**src/design/rkc_pkg.sv**
```systemverilog
package rkc_pkg;

   // ---------------------------------------------------------------
   // Register addresses
   // ---------------------------------------------------------------
   localparam logic [7:0] ADDR_CLOCK_CONFIG  = 8'hA1;
   localparam logic [7:0] ADDR_FRAC          = 8'hA2;
   localparam logic [7:0] ADDR_SEC           = 8'hA3;
   localparam logic [7:0] ADDR_MIN           = 8'hA4;
   localparam logic [7:0] ADDR_HOUR          = 8'hA5;
   localparam logic [7:0] ADDR_ALARM_PERIOD  = 8'hA6;
   localparam logic [7:0] ADDR_UNLOCK_KEY    = 8'hC1;
   localparam logic [7:0] ADDR_POWER_CONTROL = 8'hC5;
   localparam logic [7:0] ADDR_PIN_CONFIG    = 8'hFF;

   // ---------------------------------------------------------------
   // Keys and reset values
   // ---------------------------------------------------------------
   localparam logic [7:0] KEY_POWER  = 8'hA7;
   localparam logic [7:0] KEY_TIME   = 8'hEA;
   localparam logic [7:0] KEY_LOCKED = 8'h00;
   localparam logic [7:0] RST_BYTE   = 8'h00;

   // ---------------------------------------------------------------
   // Field positions
   // ---------------------------------------------------------------
   localparam int PIN_CAL_EN      = 7;
   localparam int PIN_FSEL_HI     = 6;
   localparam int PIN_FSEL_LO     = 5;
   localparam int PIN_B_FUNC_HI   = 3;
   localparam int PIN_B_FUNC_LO   = 1;
   localparam int PIN_A_EN        = 0;
   localparam int CFG_DAY24       = 6;
   localparam int CFG_MIDNIGHT    = 0;
   localparam int B_FUNC_IRQ_EN   = 2;
   localparam int B_FUNC_IRQ_MODE = 1;
   localparam int B_FUNC_ALT      = 0;

   // ---------------------------------------------------------------
   // Counter limits and tick divisions
   // ---------------------------------------------------------------
   localparam logic [7:0] FRAC_MAX   = 8'h7F;
   localparam logic [7:0] SEXA_MAX   = 8'h3B;
   localparam logic [7:0] HOUR24_MAX = 8'h17;
   localparam logic [7:0] HOUR_MAX   = 8'hFF;
   localparam logic [7:0] PRE_MAX    = 8'hFF;
   localparam int         TICK_W     = 15;
   localparam int         TAP_1HZ    = 14;
   localparam int         TAP_512HZ  = 5;
   localparam int         TAP_16KHZ  = 0;

   // ---------------------------------------------------------------
   // Timing
   // ---------------------------------------------------------------
   localparam int CLK_HZ       = 40_000_000;
   localparam int CAL500_HZ    = 500;
   localparam int CAL500_HALF  = CLK_HZ / (2 * CAL500_HZ);

   // ---------------------------------------------------------------
   // Types
   // ---------------------------------------------------------------
   typedef enum logic [1:0] {
      FSEL_1HZ,
      FSEL_512HZ,
      FSEL_500HZ,
      FSEL_16KHZ
   } rkc_fsel_t;

   typedef struct packed {
      logic       wr;
      logic       rd;
      logic [7:0] addr;
      logic [7:0] wdata;
   } rkc_sfr_req_t;

   typedef struct packed {
      logic [7:0] hour;
      logic [7:0] min;
      logic [7:0] sec;
      logic [7:0] frac;
   } rkc_time_t;

endpackage : rkc_pkg

```
**src/design/rkc_top.sv**
```systemverilog
`timescale 1ns/1ps

// What this block does
// - With the calibration enable bit 7 set, the selected calibration frequency drives the pin.
// - Bits 6:5 pick 1 Hz, 512 Hz, 500 Hz or 16.384 kHz output with its window.
// - Bits 3:1 pick GPIO, alternate control or an interrupt input gated by the top bit.
// - Bit 0 enables the first external interrupt input.
// - Time counters advance in the 32.768 kHz tick domain.
// - Clock-config and alarm-period writes reach the clock logic within two 128 Hz cycles.
// - Counters never stop for reads; reads see live values.
// - Hundredths wrap 127 to 0 into seconds; seconds and minutes wrap at 59.
// - Hours wrap at 23 in 24-hour mode or 255 otherwise, setting the midnight flag.
// - Time counters clear only on power-on reset.
module rkc_top #(
   parameter int CAL500_HALF = rkc_pkg::CAL500_HALF
) (
   // Clock, resets, enable
   input  wire logic              clk_i,
   input  wire logic              rstn_i,
   input  wire logic              por_n_i,
   input  wire logic              ce_i,
   // 32.768 kHz tick, one clk wide
   input  wire logic              rtc_tick_i,
   // Register port
   input  rkc_pkg::rkc_sfr_req_t  sfr_req_i,
   output logic [7:0]             sfr_rdata_o,
   // External interrupt pins
   input  wire logic              ext_irq_a_pin_i,
   input  wire logic              ext_irq_b_pin_i,
   output logic                   ext_irq_a_o,
   output logic                   ext_irq_b_o,
   output logic                   alt_control_input_o,
   output logic                   ext_irq_b_gpio_o,
   // Calibration output pin
   output logic                   cal_output_pin_o,
   output logic                   cal_output_oe_n_o,
   // Values seen by the clock logic
   output logic [7:0]             clock_config_o,
   output logic [7:0]             alarm_period_o,
   output logic [7:0]             power_control_reg_o,
   output logic                   rtc_irq_pending_o
);

   rkc_pkg::rkc_time_t  time_w;
   logic                tick128;
   logic                midnight;
   logic [3:0]          ld;

   logic [7:0]  key_q, key_d;
   logic [7:0]  pin_q, pin_d;
   logic [7:0]  cfg_q, cfg_d;
   logic [7:0]  per_q, per_d;
   logic [7:0]  pwr_q, pwr_d;
   logic [7:0]  cfg_eff_q, cfg_eff_d;
   logic [7:0]  per_eff_q, per_eff_d;
   logic [7:0]  rdata_q, rdata_d;
   logic        pend_q, pend_d;

   logic                        [rkc_pkg::TICK_W-1:0] tick_cnt_q, tick_cnt_d;
   logic [31:0]                 div_q, div_d;
   logic                        sq500_q, sq500_d;
   logic                        cal_q, cal_d;
   logic                        irq_a_q, irq_a_d;
   logic                        irq_b_q, irq_b_d;
   logic                        alt_q, alt_d;
   logic                        gpio_q, gpio_d;

   logic        wr_time_ok, wr_pwr_ok, time_addr, accepted;
   logic [2:0]  b_func;

   // ---------------------------------------------------------------
   // Key protection
   // ---------------------------------------------------------------
   assign time_addr  = sfr_req_i.addr inside {rkc_pkg::ADDR_FRAC, rkc_pkg::ADDR_SEC,
                                              rkc_pkg::ADDR_MIN, rkc_pkg::ADDR_HOUR,
                                              rkc_pkg::ADDR_PIN_CONFIG};
   assign wr_time_ok = sfr_req_i.wr && time_addr && (key_q == rkc_pkg::KEY_TIME);
   assign wr_pwr_ok  = sfr_req_i.wr && (sfr_req_i.addr == rkc_pkg::ADDR_POWER_CONTROL)
                       && (key_q == rkc_pkg::KEY_POWER);
   assign accepted   = wr_time_ok || wr_pwr_ok;

   assign ld[0] = wr_time_ok && (sfr_req_i.addr == rkc_pkg::ADDR_FRAC);
   assign ld[1] = wr_time_ok && (sfr_req_i.addr == rkc_pkg::ADDR_SEC);
   assign ld[2] = wr_time_ok && (sfr_req_i.addr == rkc_pkg::ADDR_MIN);
   assign ld[3] = wr_time_ok && (sfr_req_i.addr == rkc_pkg::ADDR_HOUR);

   rkc_time u_time (
      .clk_i      (clk_i),
      .por_n_i    (por_n_i),
      .ce_i       (ce_i),
      .tick_i     (rtc_tick_i),
      .day24_i    (cfg_eff_q[rkc_pkg::CFG_DAY24]),
      .ld_i       (ld),
      .ld_data_i  (sfr_req_i.wdata),
      .time_o     (time_w),
      .tick128_o  (tick128),
      .midnight_o (midnight)
   );

   // ---------------------------------------------------------------
   // Register file
   // ---------------------------------------------------------------
   always_comb
   begin
      key_d     = key_q;
      pin_d     = pin_q;
      cfg_d     = cfg_q;
      per_d     = per_q;
      pwr_d     = pwr_q;
      cfg_eff_d = cfg_eff_q;
      per_eff_d = per_eff_q;
      rdata_d   = rdata_q;
      pend_d    = pend_q;
      if (sfr_req_i.wr) begin
         case (sfr_req_i.addr)
            rkc_pkg::ADDR_UNLOCK_KEY:   key_d = sfr_req_i.wdata;
            rkc_pkg::ADDR_CLOCK_CONFIG: cfg_d = sfr_req_i.wdata;
            rkc_pkg::ADDR_ALARM_PERIOD: per_d = sfr_req_i.wdata;
            default:                    key_d = key_q;
         endcase
      end
      if (wr_time_ok && (sfr_req_i.addr == rkc_pkg::ADDR_PIN_CONFIG))
         pin_d = sfr_req_i.wdata;
      if (wr_pwr_ok)
         pwr_d = sfr_req_i.wdata;
      if (accepted)
         key_d = rkc_pkg::KEY_LOCKED;
      // Midnight flag: a hardware set beats a same-cycle software clear
      if (midnight) begin
         cfg_d[rkc_pkg::CFG_MIDNIGHT] = 1'b1;
         pend_d                       = 1'b1;
      end
      else if (sfr_req_i.wr && (sfr_req_i.addr == rkc_pkg::ADDR_CLOCK_CONFIG)
               && !sfr_req_i.wdata[rkc_pkg::CFG_MIDNIGHT])
         pend_d = 1'b0;
      // Clock logic samples config once per 128 Hz tick: worst case under two periods
      if (tick128) begin
         cfg_eff_d = cfg_q;
         per_eff_d = per_q;
      end
      if (sfr_req_i.rd) begin
         case (sfr_req_i.addr)
            rkc_pkg::ADDR_CLOCK_CONFIG:  rdata_d = cfg_q;
            rkc_pkg::ADDR_FRAC:          rdata_d = time_w.frac;
            rkc_pkg::ADDR_SEC:           rdata_d = time_w.sec;
            rkc_pkg::ADDR_MIN:           rdata_d = time_w.min;
            rkc_pkg::ADDR_HOUR:          rdata_d = time_w.hour;
            rkc_pkg::ADDR_ALARM_PERIOD:  rdata_d = per_q;
            rkc_pkg::ADDR_UNLOCK_KEY:    rdata_d = key_q;
            rkc_pkg::ADDR_POWER_CONTROL: rdata_d = pwr_q;
            rkc_pkg::ADDR_PIN_CONFIG:    rdata_d = pin_q & 8'hEF;
            default:                     rdata_d = rkc_pkg::RST_BYTE;
         endcase
      end
   end

   always_ff @(posedge clk_i)
   begin
      if (!rstn_i) begin
         key_q     <= rkc_pkg::KEY_LOCKED;
         pin_q     <= rkc_pkg::RST_BYTE;
         cfg_q     <= rkc_pkg::RST_BYTE;
         per_q     <= rkc_pkg::RST_BYTE;
         pwr_q     <= rkc_pkg::RST_BYTE;
         cfg_eff_q <= rkc_pkg::RST_BYTE;
         per_eff_q <= rkc_pkg::RST_BYTE;
         rdata_q   <= rkc_pkg::RST_BYTE;
         pend_q    <= 1'b0;
      end
      else if (ce_i) begin
         key_q     <= key_d;
         pin_q     <= pin_d;
         cfg_q     <= cfg_d;
         per_q     <= per_d;
         pwr_q     <= pwr_d;
         cfg_eff_q <= cfg_eff_d;
         per_eff_q <= per_eff_d;
         rdata_q   <= rdata_d;
         pend_q    <= pend_d;
      end
   end

   // ---------------------------------------------------------------
   // Calibration output and pin functions
   // ---------------------------------------------------------------
   assign b_func = pin_q[rkc_pkg::PIN_B_FUNC_HI:rkc_pkg::PIN_B_FUNC_LO];

   always_comb
   begin
      tick_cnt_d = rtc_tick_i ? tick_cnt_q + 1'b1 : tick_cnt_q;
      // 500 Hz does not divide the tick, so it comes from the core clock
      div_d      = div_q + 32'd1;
      sq500_d    = sq500_q;
      if (div_q >= 32'(CAL500_HALF - 1)) begin
         div_d   = '0;
         sq500_d = !sq500_q;
      end
      case (rkc_pkg::rkc_fsel_t'(pin_q[rkc_pkg::PIN_FSEL_HI:rkc_pkg::PIN_FSEL_LO]))
         rkc_pkg::FSEL_1HZ:   cal_d = tick_cnt_q[rkc_pkg::TAP_1HZ];
         rkc_pkg::FSEL_512HZ: cal_d = tick_cnt_q[rkc_pkg::TAP_512HZ];
         rkc_pkg::FSEL_500HZ: cal_d = sq500_q;
         rkc_pkg::FSEL_16KHZ: cal_d = tick_cnt_q[rkc_pkg::TAP_16KHZ];
         default:             cal_d = 1'b0;
      endcase
      cal_d   = cal_d && pin_q[rkc_pkg::PIN_CAL_EN];
      irq_a_d = ext_irq_a_pin_i && pin_q[rkc_pkg::PIN_A_EN];
      irq_b_d = ext_irq_b_pin_i && b_func[rkc_pkg::B_FUNC_IRQ_MODE]
                && b_func[rkc_pkg::B_FUNC_IRQ_EN];
      alt_d   = ext_irq_b_pin_i && !b_func[rkc_pkg::B_FUNC_IRQ_MODE]
                && b_func[rkc_pkg::B_FUNC_ALT];
      gpio_d  = !b_func[rkc_pkg::B_FUNC_IRQ_MODE] && !b_func[rkc_pkg::B_FUNC_ALT];
   end

   always_ff @(posedge clk_i)
   begin
      if (!rstn_i) begin
         tick_cnt_q <= '0;
         div_q      <= '0;
         sq500_q    <= 1'b0;
         cal_q      <= 1'b0;
         irq_a_q    <= 1'b0;
         irq_b_q    <= 1'b0;
         alt_q      <= 1'b0;
         gpio_q     <= 1'b1;
      end
      else if (ce_i) begin
         tick_cnt_q <= tick_cnt_d;
         div_q      <= div_d;
         sq500_q    <= sq500_d;
         cal_q      <= cal_d;
         irq_a_q    <= irq_a_d;
         irq_b_q    <= irq_b_d;
         alt_q      <= alt_d;
         gpio_q     <= gpio_d;
      end
   end

   assign cal_output_pin_o    = cal_q;
   assign cal_output_oe_n_o   = !pin_q[rkc_pkg::PIN_CAL_EN];
   assign ext_irq_a_o         = irq_a_q;
   assign ext_irq_b_o         = irq_b_q;
   assign alt_control_input_o = alt_q;
   assign ext_irq_b_gpio_o    = gpio_q;
   assign sfr_rdata_o         = rdata_q;
   assign clock_config_o      = cfg_eff_q;
   assign alarm_period_o      = per_eff_q;
   assign power_control_reg_o = pwr_q;
   assign rtc_irq_pending_o   = pend_q;

endmodule : rkc_top

```
**src/design/rkc_time.sv**
```systemverilog
`timescale 1ns/1ps

module rkc_time (
   // Clock, power-on reset, enable
   input  wire logic              clk_i,
   input  wire logic              por_n_i,
   input  wire logic              ce_i,
   // 32.768 kHz tick and mode
   input  wire logic              tick_i,
   input  wire logic              day24_i,
   // Loads: one strobe per field, hour/min/sec/frac order
   input  wire logic [3:0]        ld_i,
   input  wire logic [7:0]        ld_data_i,
   // Outputs
   output rkc_pkg::rkc_time_t     time_o,
   output logic                   tick128_o,
   output logic                   midnight_o
);

   rkc_pkg::rkc_time_t time_q, time_d;
   logic [7:0]         pre_q, pre_d;
   logic               mid_q, mid_d;
   logic [7:0]         lim   [4];
   logic [3:0]         carry;
   logic [3:0]         wrap;
   logic [7:0]         cur   [4];
   logic [7:0]         nxt   [4];

   assign lim[0] = rkc_pkg::FRAC_MAX;
   assign lim[1] = rkc_pkg::SEXA_MAX;
   assign lim[2] = rkc_pkg::SEXA_MAX;
   assign lim[3] = day24_i ? rkc_pkg::HOUR24_MAX : rkc_pkg::HOUR_MAX;
   assign cur[0] = time_q.frac;
   assign cur[1] = time_q.sec;
   assign cur[2] = time_q.min;
   assign cur[3] = time_q.hour;
   assign carry[0] = tick_i && (pre_q == rkc_pkg::PRE_MAX);

   // ---------------------------------------------------------------
   // Ripple chain: each stage wraps at its limit; all but the hour stage carry on
   // ---------------------------------------------------------------
   for (genvar g = 0; g < 4; g++) begin : g_stage
      assign wrap[g] = carry[g] && (cur[g] >= lim[g]);
      if (g < 3) begin : g_carry
         assign carry[g+1] = wrap[g];
      end
      always_comb
      begin
         nxt[g] = cur[g];
         if (ld_i[g])
            nxt[g] = ld_data_i;
         else if (wrap[g])
            nxt[g] = rkc_pkg::RST_BYTE;
         else if (carry[g])
            nxt[g] = cur[g] + 8'h01;
      end
   end

   always_comb
   begin
      pre_d       = tick_i ? pre_q + 8'h01 : pre_q;
      time_d.frac = nxt[0];
      time_d.sec  = nxt[1];
      time_d.min  = nxt[2];
      time_d.hour = nxt[3];
      mid_d       = wrap[3] && !ld_i[3];
   end

   // Only power-on reset clears time; other resets leave it running
   always_ff @(posedge clk_i)
   begin
      if (!por_n_i) begin
         time_q <= '0;
         pre_q  <= rkc_pkg::RST_BYTE;
         mid_q  <= 1'b0;
      end
      else if (ce_i) begin
         time_q <= time_d;
         pre_q  <= pre_d;
         mid_q  <= mid_d;
      end
   end

   assign time_o     = time_q;
   assign tick128_o  = ce_i && carry[0];
   assign midnight_o = mid_q;

endmodule : rkc_time

```
**config.mk**
```make
export PLATFORM = sky130hd
export DESIGN_NAME = rkc_top
export DESIGN_NICKNAME = d
export VERILOG_FILES = /design/src/design/rkc_pkg.sv /design/src/design/rkc_top.sv /design/src/design/rkc_time.sv
export SDC_FILE = /design/constraint.sdc
export NUM_CORES = 1
export LEC_CHECK = 0
export ABC_CLOCK_PERIOD_IN_PS = 3050
export BUFFER_PORTS_ARGS = -buffer_cell sky130_fd_sc_hd__buf_2
export CORE_MARGIN = 1
export CORE_UTILIZATION = 50
export DETAILED_ROUTE_END_ITERATION = 6
export PLACE_DENSITY = 0.67
export SLEW_MARGIN = 20
export SYNTH_ARGS = -nofsm -noshare
export SYNTH_HDL_FRONTEND = slang
export SYNTH_HIERARCHICAL = 1
export SYNTH_SLANG_ARGS = --single-unit
```
**constraint.sdc**
```tcl
create_clock -name clk_i -period 3.05 [get_ports clk_i]
set_clock_uncertainty 0.1 [all_clocks]
set_input_delay 0.305 -clock clk_i [delete_from_list [all_inputs] [get_ports clk_i]]
set_output_delay 0.305 -clock clk_i [all_outputs]
set_load 0.02 [all_outputs]
```
# Word-level counts from Yosys, hierarchy flattened

Index checks and enable logic that the tools add are counted.

Add/subtract/negate cells: 7
Order comparisons: 5
Equal/unequal tests: 15
Multiplexer cells: 24
Reductions and logical operators: 58

Operators with widths:

| operator                                                             | count |
|---|---|
| 2-to-1 mux 8 bit                                                     | 16 |
| equality test 8 bit (second input constant)                          | 12 |
| one-hot mux 8 bit (9 select lines)                                   | 1 |
| adder 8 x 1 -> 8 bit (second input constant)                         | 5 |
| adder 32 x 1 -> 32 bit (second input constant)                       | 1 |
| greater-or-equal comparator 32 x 16 -> 1 bit (second input constant) | 1 |
| 2-to-1 mux 32 bit                                                    | 1 |
| logical AND 1 bit                                                    | 25 |
| AND reduction 2 bit                                                  | 11 |
| greater-or-equal comparator 8 x 6 -> 1 bit (second input constant)   | 2 |
| adder 15 x 1 -> 15 bit (second input constant)                       | 1 |
| AND reduction 3 bit                                                  | 4 |
| nonzero test 3 bit                                                   | 4 |
| nonzero test 2 bit                                                   | 5 |
| greater-or-equal comparator 8 x 7 -> 1 bit (second input constant)   | 1 |
| greater-or-equal comparator 8 bit                                    | 1 |
| zero test 1 bit                                                      | 6 |
| 2-to-1 mux 1 bit                                                     | 5 |
| nonzero test 5 bit                                                   | 1 |
| equality test 2 bit (second input constant)                          | 2 |
| one-hot mux 1 bit (4 select lines)                                   | 1 |
| equality test 2 x 1 -> 1 bit (second input constant)                 | 1 |
| zero test 2 bit                                                      | 1 |
| logical OR 1 bit                                                     | 1 |

Register bits after elaboration: 159
Output and inout port bits: 39
Word-level logic and storage cells: 133

# Logic depth before layout (Yosys ltp)

Word-level depth: 8
Mapped depth: 11
Depth with buffers taken out: 9

# Hierarchy

The synthesis kept the hierarchy.

By module, submodules not included:

| module   | times used | cells an instance | area an instance (µm²) |
|---|---|---|---|
| rkc_top  | 1          | 624               | 5709.2 |
| rkc_time | 1          | 314               | 2538.7 |

# Least setup slack after synthesis

OpenSTA, ideal clock, no wires.

Path type: input to register
From: in sfr_req_i[14] in the netlist's numbering
To: reg u_time.time_q (netlist bit u_time/time_o[24])
Setup time: 0.135 ns
Arrival: 2.242 ns
Required time: 2.815 ns
Setup slack: 0.573 ns
Stages on the path: 10
Cell sequence: nand4bb_4 buf_4 or2_2 nor3_1 clkbuf_1 and2_1 clkbuf_1 a31oi_2 a221oi_1 a211oi_1

Longest elaborated chain between the ends: 7
Elaborated cells on any way between the ends: 12
Those cells by class: 5 x eq/ne; 1 x mux; 6 x reduce/logical

Ends and longest elaborated chain:

| element                                       | RTL line                     | source |
|---|---|---|
| start, declared                               | rkc_top.sv:25                | `input rkc_pkg::rkc_sfr_req_t sfr_req_i,` |
| equality test 8 bit, on equally long branches | rkc_top.sv:74, rkc_top.sv:85 |  |
| nonzero test 5 bit                            | rkc_top.sv:74                | `assign time_addr = sfr_req_i.addr inside {rkc_pkg::ADDR_FRAC, rkc_pkg::ADDR_SEC,` |
| logical AND 1 bit (2 in series)               | rkc_top.sv:77                | `assign wr_time_ok = sfr_req_i.wr && time_addr && (key_q == rkc_pkg::KEY_TIME);` |
| logical AND 1 bit (*)                         | rkc_top.sv:85                | `assign ld[3] = wr_time_ok && (sfr_req_i.addr == rkc_pkg::ADDR_HOUR);` |
| net ld[3]                                     | rkc_top.sv:47                | `logic [3:0] ld;` |
| nonzero test 3 bit (no source line)           | --                           |  |
| AND reduction 2 bit (no source line)          | --                           |  |
| end signal, assigned                          | rkc_time.sv:78               | `time_q <= time_d;` |
| end, declared                                 | rkc_time.sv:20               | `rkc_pkg::rkc_time_t time_q, time_d;` |

Mark *: on every way through the listed nets, which the timed path passes. The rest lies on a longest branch.
A chain may end at the register's enable or synchronous reset.

# Worst setup path in the final report

From: reg u_time.time_q (netlist bit u_time/time_o[0])
To: reg u_time.time_q (netlist bit u_time/time_o[10])

Longest elaborated chain between the ends: 5
Elaborated cells on any way between the ends: 7
Those cells by class: 1 x order compare; 2 x mux; 4 x reduce/logical

Ends and longest elaborated chain:

| element                                                                         | RTL line       | source |
|---|---|---|
| greater-or-equal comparator 8 x 7 -> 1 bit (*)                                  | rkc_time.sv:43 | `assign wrap[g] = carry[g] && (cur[g] >= lim[g]);` |
| logical AND 1 bit (*)                                                           | rkc_time.sv:43 |  |
| logical AND 1 bit                                                               | rkc_time.sv:43 |  |
| nonzero test 3 bit (no source line) / 2-to-1 mux 8 bit (equally long branches)  | --             |  |
| AND reduction 2 bit (no source line) / 2-to-1 mux 8 bit (equally long branches) | --             |  |

Every way passes the cells marked *; elsewhere a longest branch is shown, timed or not.

==> results.sh <==
export IMPL_outcome="finished clean"
export IMPL_critPathLaunchType="flip-flop"
export IMPL_seqPwrFrac_pct=46.4
export IMPL_path_class="flip-flop to flip-flop"
export IMPL_hp_class="input port to flip-flop"
export IMPL_rows=46
export IMPL_clock_latency_ns=0.43
export IMPL_port_buffer_count=63
export IMPL_required_ns=3.23
export IMPL_synth_largest_area_cell="dfxtp_1"
export IMPL_drive_gt1_share_pct=15.76
export IMPL_final_cell_mix="dfxtp_1, nand2_1, nor2_1"
export IMPL_antenna_found_initial=0
export IMPL_cts_setup_buffers=0
export IMPL_grt_pass1_wl_mm=35.66
export IMPL_synthTopCellsByArea="dfxtp_1, mux2i_1, nand2_1"
export IMPL_max_cap_viol_count=0
export IMPL_clkTransAtPathRegs_ns=0.06
export IMPL_gp_congestion=0.9561
export IMPL_synth_edf_count=0
export IMPL_tightest_slew_ns=0.6899
export IMPL_cell_internal_pwr_mw=3.426
export IMPL_swShare_pct=23.42
export IMPL_cts_max_path_buffers=2
export IMPL_yosysTopAreaCellShare_pct=38.35
export IMPL_synth_ff_type="dfxtp_1"
export IMPL_syn_nets=974
export IMPL_cts_resized=0
export IMPL_power_switching_mw=1.048
export IMPL_core_area_sq_um=16000
export IMPL_die_w_um=130.4
export IMPL_p_leak_nw=3.480
export IMPL_yosysWarningCount=6
export IMPL_hold_buffers=0
export IMPL_pin_count=64
export IMPL_diodes=0
export IMPL_syn_area_per_cell_sq_um=8.793
export IMPL_vias=7352
export IMPL_viasPerCell=6.002
export IMPL_tritoncts="yes"
export IMPL_setup_tns_ns=0
export IMPL_cp_end_kind="flip-flop"
export IMPL_worst_path_max_fanout=14
export IMPL_die_h_um=130.4
export IMPL_grt_total_usage_pct=27.51
export IMPL_p_per_area_nw_per_um2=476.6
export IMPL_dieArea_sq_um=17010
export IMPL_clkPwrFrac_pct=48.9
export IMPL_yosysSeqAreaShare_pct=38.35
export IMPL_drcViolationCount=0
export IMPL_grt_start_max_net_pins=44
export IMPL_synthToLayoutAreaGrowth_pct=13.80
export IMPL_drt_total_wl_mm=22.53
export IMPL_fin_nets=1032
export IMPL_grtUsageMet2_pct=44.81
export IMPL_met3_usage_pct=6.067
export IMPL_slew_viol_final=0
export IMPL_htree_levels=4
export IMPL_period_share_pct=83.87
export IMPL_rsz0062_at_grt="false"
export IMPL_numClockSinks=158
export IMPL_hold_viol_final=0
export IMPL_ir_worst_vdd_v=0.0003877
export IMPL_use_met1_pct=35.62
export IMPL_setup_viol=0
export IMPL_routedWlPerCell_um=18.39
export IMPL_numCtsBuffers=17
export IMPL_min_period_ns=2.558
export IMPL_grt_busiest_layer="met2"
export IMPL_root_buffer="clkbuf_16"
export IMPL_clock_fmax_mhz=390.9
export IMPL_netlist_cell_type_count=98
export IMPL_place_hpwl_mm=16.11
export IMPL_start_util_pct=51.55
export IMPL_first_global_vias=6734
export IMPL_syn_area_sq_um=8248
export IMPL_drt_iter0_markers=675
export IMPL_worstPathArrival_ns=2.74
export IMPL_antenna_left=0
export IMPL_slew_headroom_pct=53.65
export IMPL_grt_overflow=0
export IMPL_synth_seq_cells=158
export IMPL_async_reset_ff_share_pct=0
export IMPL_syn_inst=938
export IMPL_dr_pass1_iters=6
export IMPL_layout_commonest_cell="dfxtp_1"
export IMPL_combPwrFrac_pct=4.6
export IMPL_postLayoutCoreUtil_pct=58.66
-- through the flow --
step           cell area [sq um]  power (mW)  cells  hold slack [ns]  worst slack (ns)
4_1_cts                     9387       4.516   1225          0.05248            0.5473
3_3_place_gp                8772       2.328   1193           0.3500            0.4691
2_1_floorplan               8248       2.246    938           0.3319            0.5731
3_5_place_dp                8772       2.329   1193           0.3528            0.4311
6_report                    9387       4.473   1225          0.06354            0.4918
5_1_grt                     9387       4.612   1225          0.06765            0.3454
-- worst paths after layout --
check | from | end | slack (ns) | depth (start not counted)
setup / recovery | u_time/time_o[0] | u_time/time_o[10] | 0.49 | 6
hold / removal | ext_irq_a_pin_i | ext_irq_a_o | 0.06 | 3
setup reg to reg | u_time/time_o[0] | u_time/time_o[10] | 0.49 | 6
hold reg to reg | clock_config_o[1] | clock_config_o[1] | 0.36 | 2
-- state kept, by name, indices dropped and copies added (netlist names), 8 cells and up --
signal / count
power_control_reg_o: 8
clock_config_o: 8
u_time/time_o: 32
sfr_rdata_o: 8
u_time/pre_q: 8
tick_cnt_q: 15
div_q: 32
per_q: 8
cfg_q: 8
alarm_period_o: 8
key_q: 8
-- area by class of cell --
cell class / count / area [sq um]
inverter: 23 / 86.33
clock buffer: 20 / 466.7
fill: 1495 / 6614
multi-input combinational: 710 / 4765
tap: 216 / 270.3
timing repair buffer: 86 / 488.0
clock inverter: 12 / 147.6
sequential: 158 / 3163
-- logic make-up (layout without fill, tap and decap cells) --
logic type / Yosys count / count (layout) / synth area share [%]
buffers and inverters: 70 / 141 / 4.005
and+or+nand+nor: 411 / 411 / 27.03
xor gates and xnor gates: 39 / 39 / 4.141
AOI/OAI and AO/OA: 198 / 198 / 18.42
DFF: 158 / 158 / 38.35
adders and majority gates: 11 / 11 / 1.669
muxes: 51 / 51 / 6.386
-- layer usage --
| layer | vias up | share of wire [%] |
|---|---|---|
| met2 | 263 | 47 |
| met3 | 34 | 6.4 |
| met1 | 3473 | 44 |
| met5 | - | 0 |
| met4 | 0 | 2.5 |
| li1 | 3582 | - |
-- synth_stat cells, types with 17 or more instances --
library cell and n:
a31oi_1 17, clkbuf_1 27, and3_1 20, nor2_1 66, nor2b_1 35, nor3_1 27
xnor2_1 23, dfxtp_1 158, a21oi_1 24, a32oi_1 17, mux2i_1 47, nand2_1 115
nand3_1 39, a21boi_0 28, inv_1 21, nand4_1 24
-- critical path, stage by stage, from the launching register on --
cell	delay, ns
dfxtp_1	0.45
ha_1	0.28
and3_4	0.22
a41o_1	0.55
a21oi_1	0.22
nor2_1	0.43
o221ai_1	0.17
-- power groups by stage --
stage          registers (mW)  logic (mW)  clock network, mW
2_1_floorplan            2.12       0.124                  0
3_3_place_gp             2.12       0.205                  0
3_5_place_dp             2.12       0.206                  0
4_1_cts                  2.08       0.206               2.23
5_1_grt                  2.08       0.222               2.31
6_report                 2.08       0.206               2.19
Power figures use the tool's default switching activity.
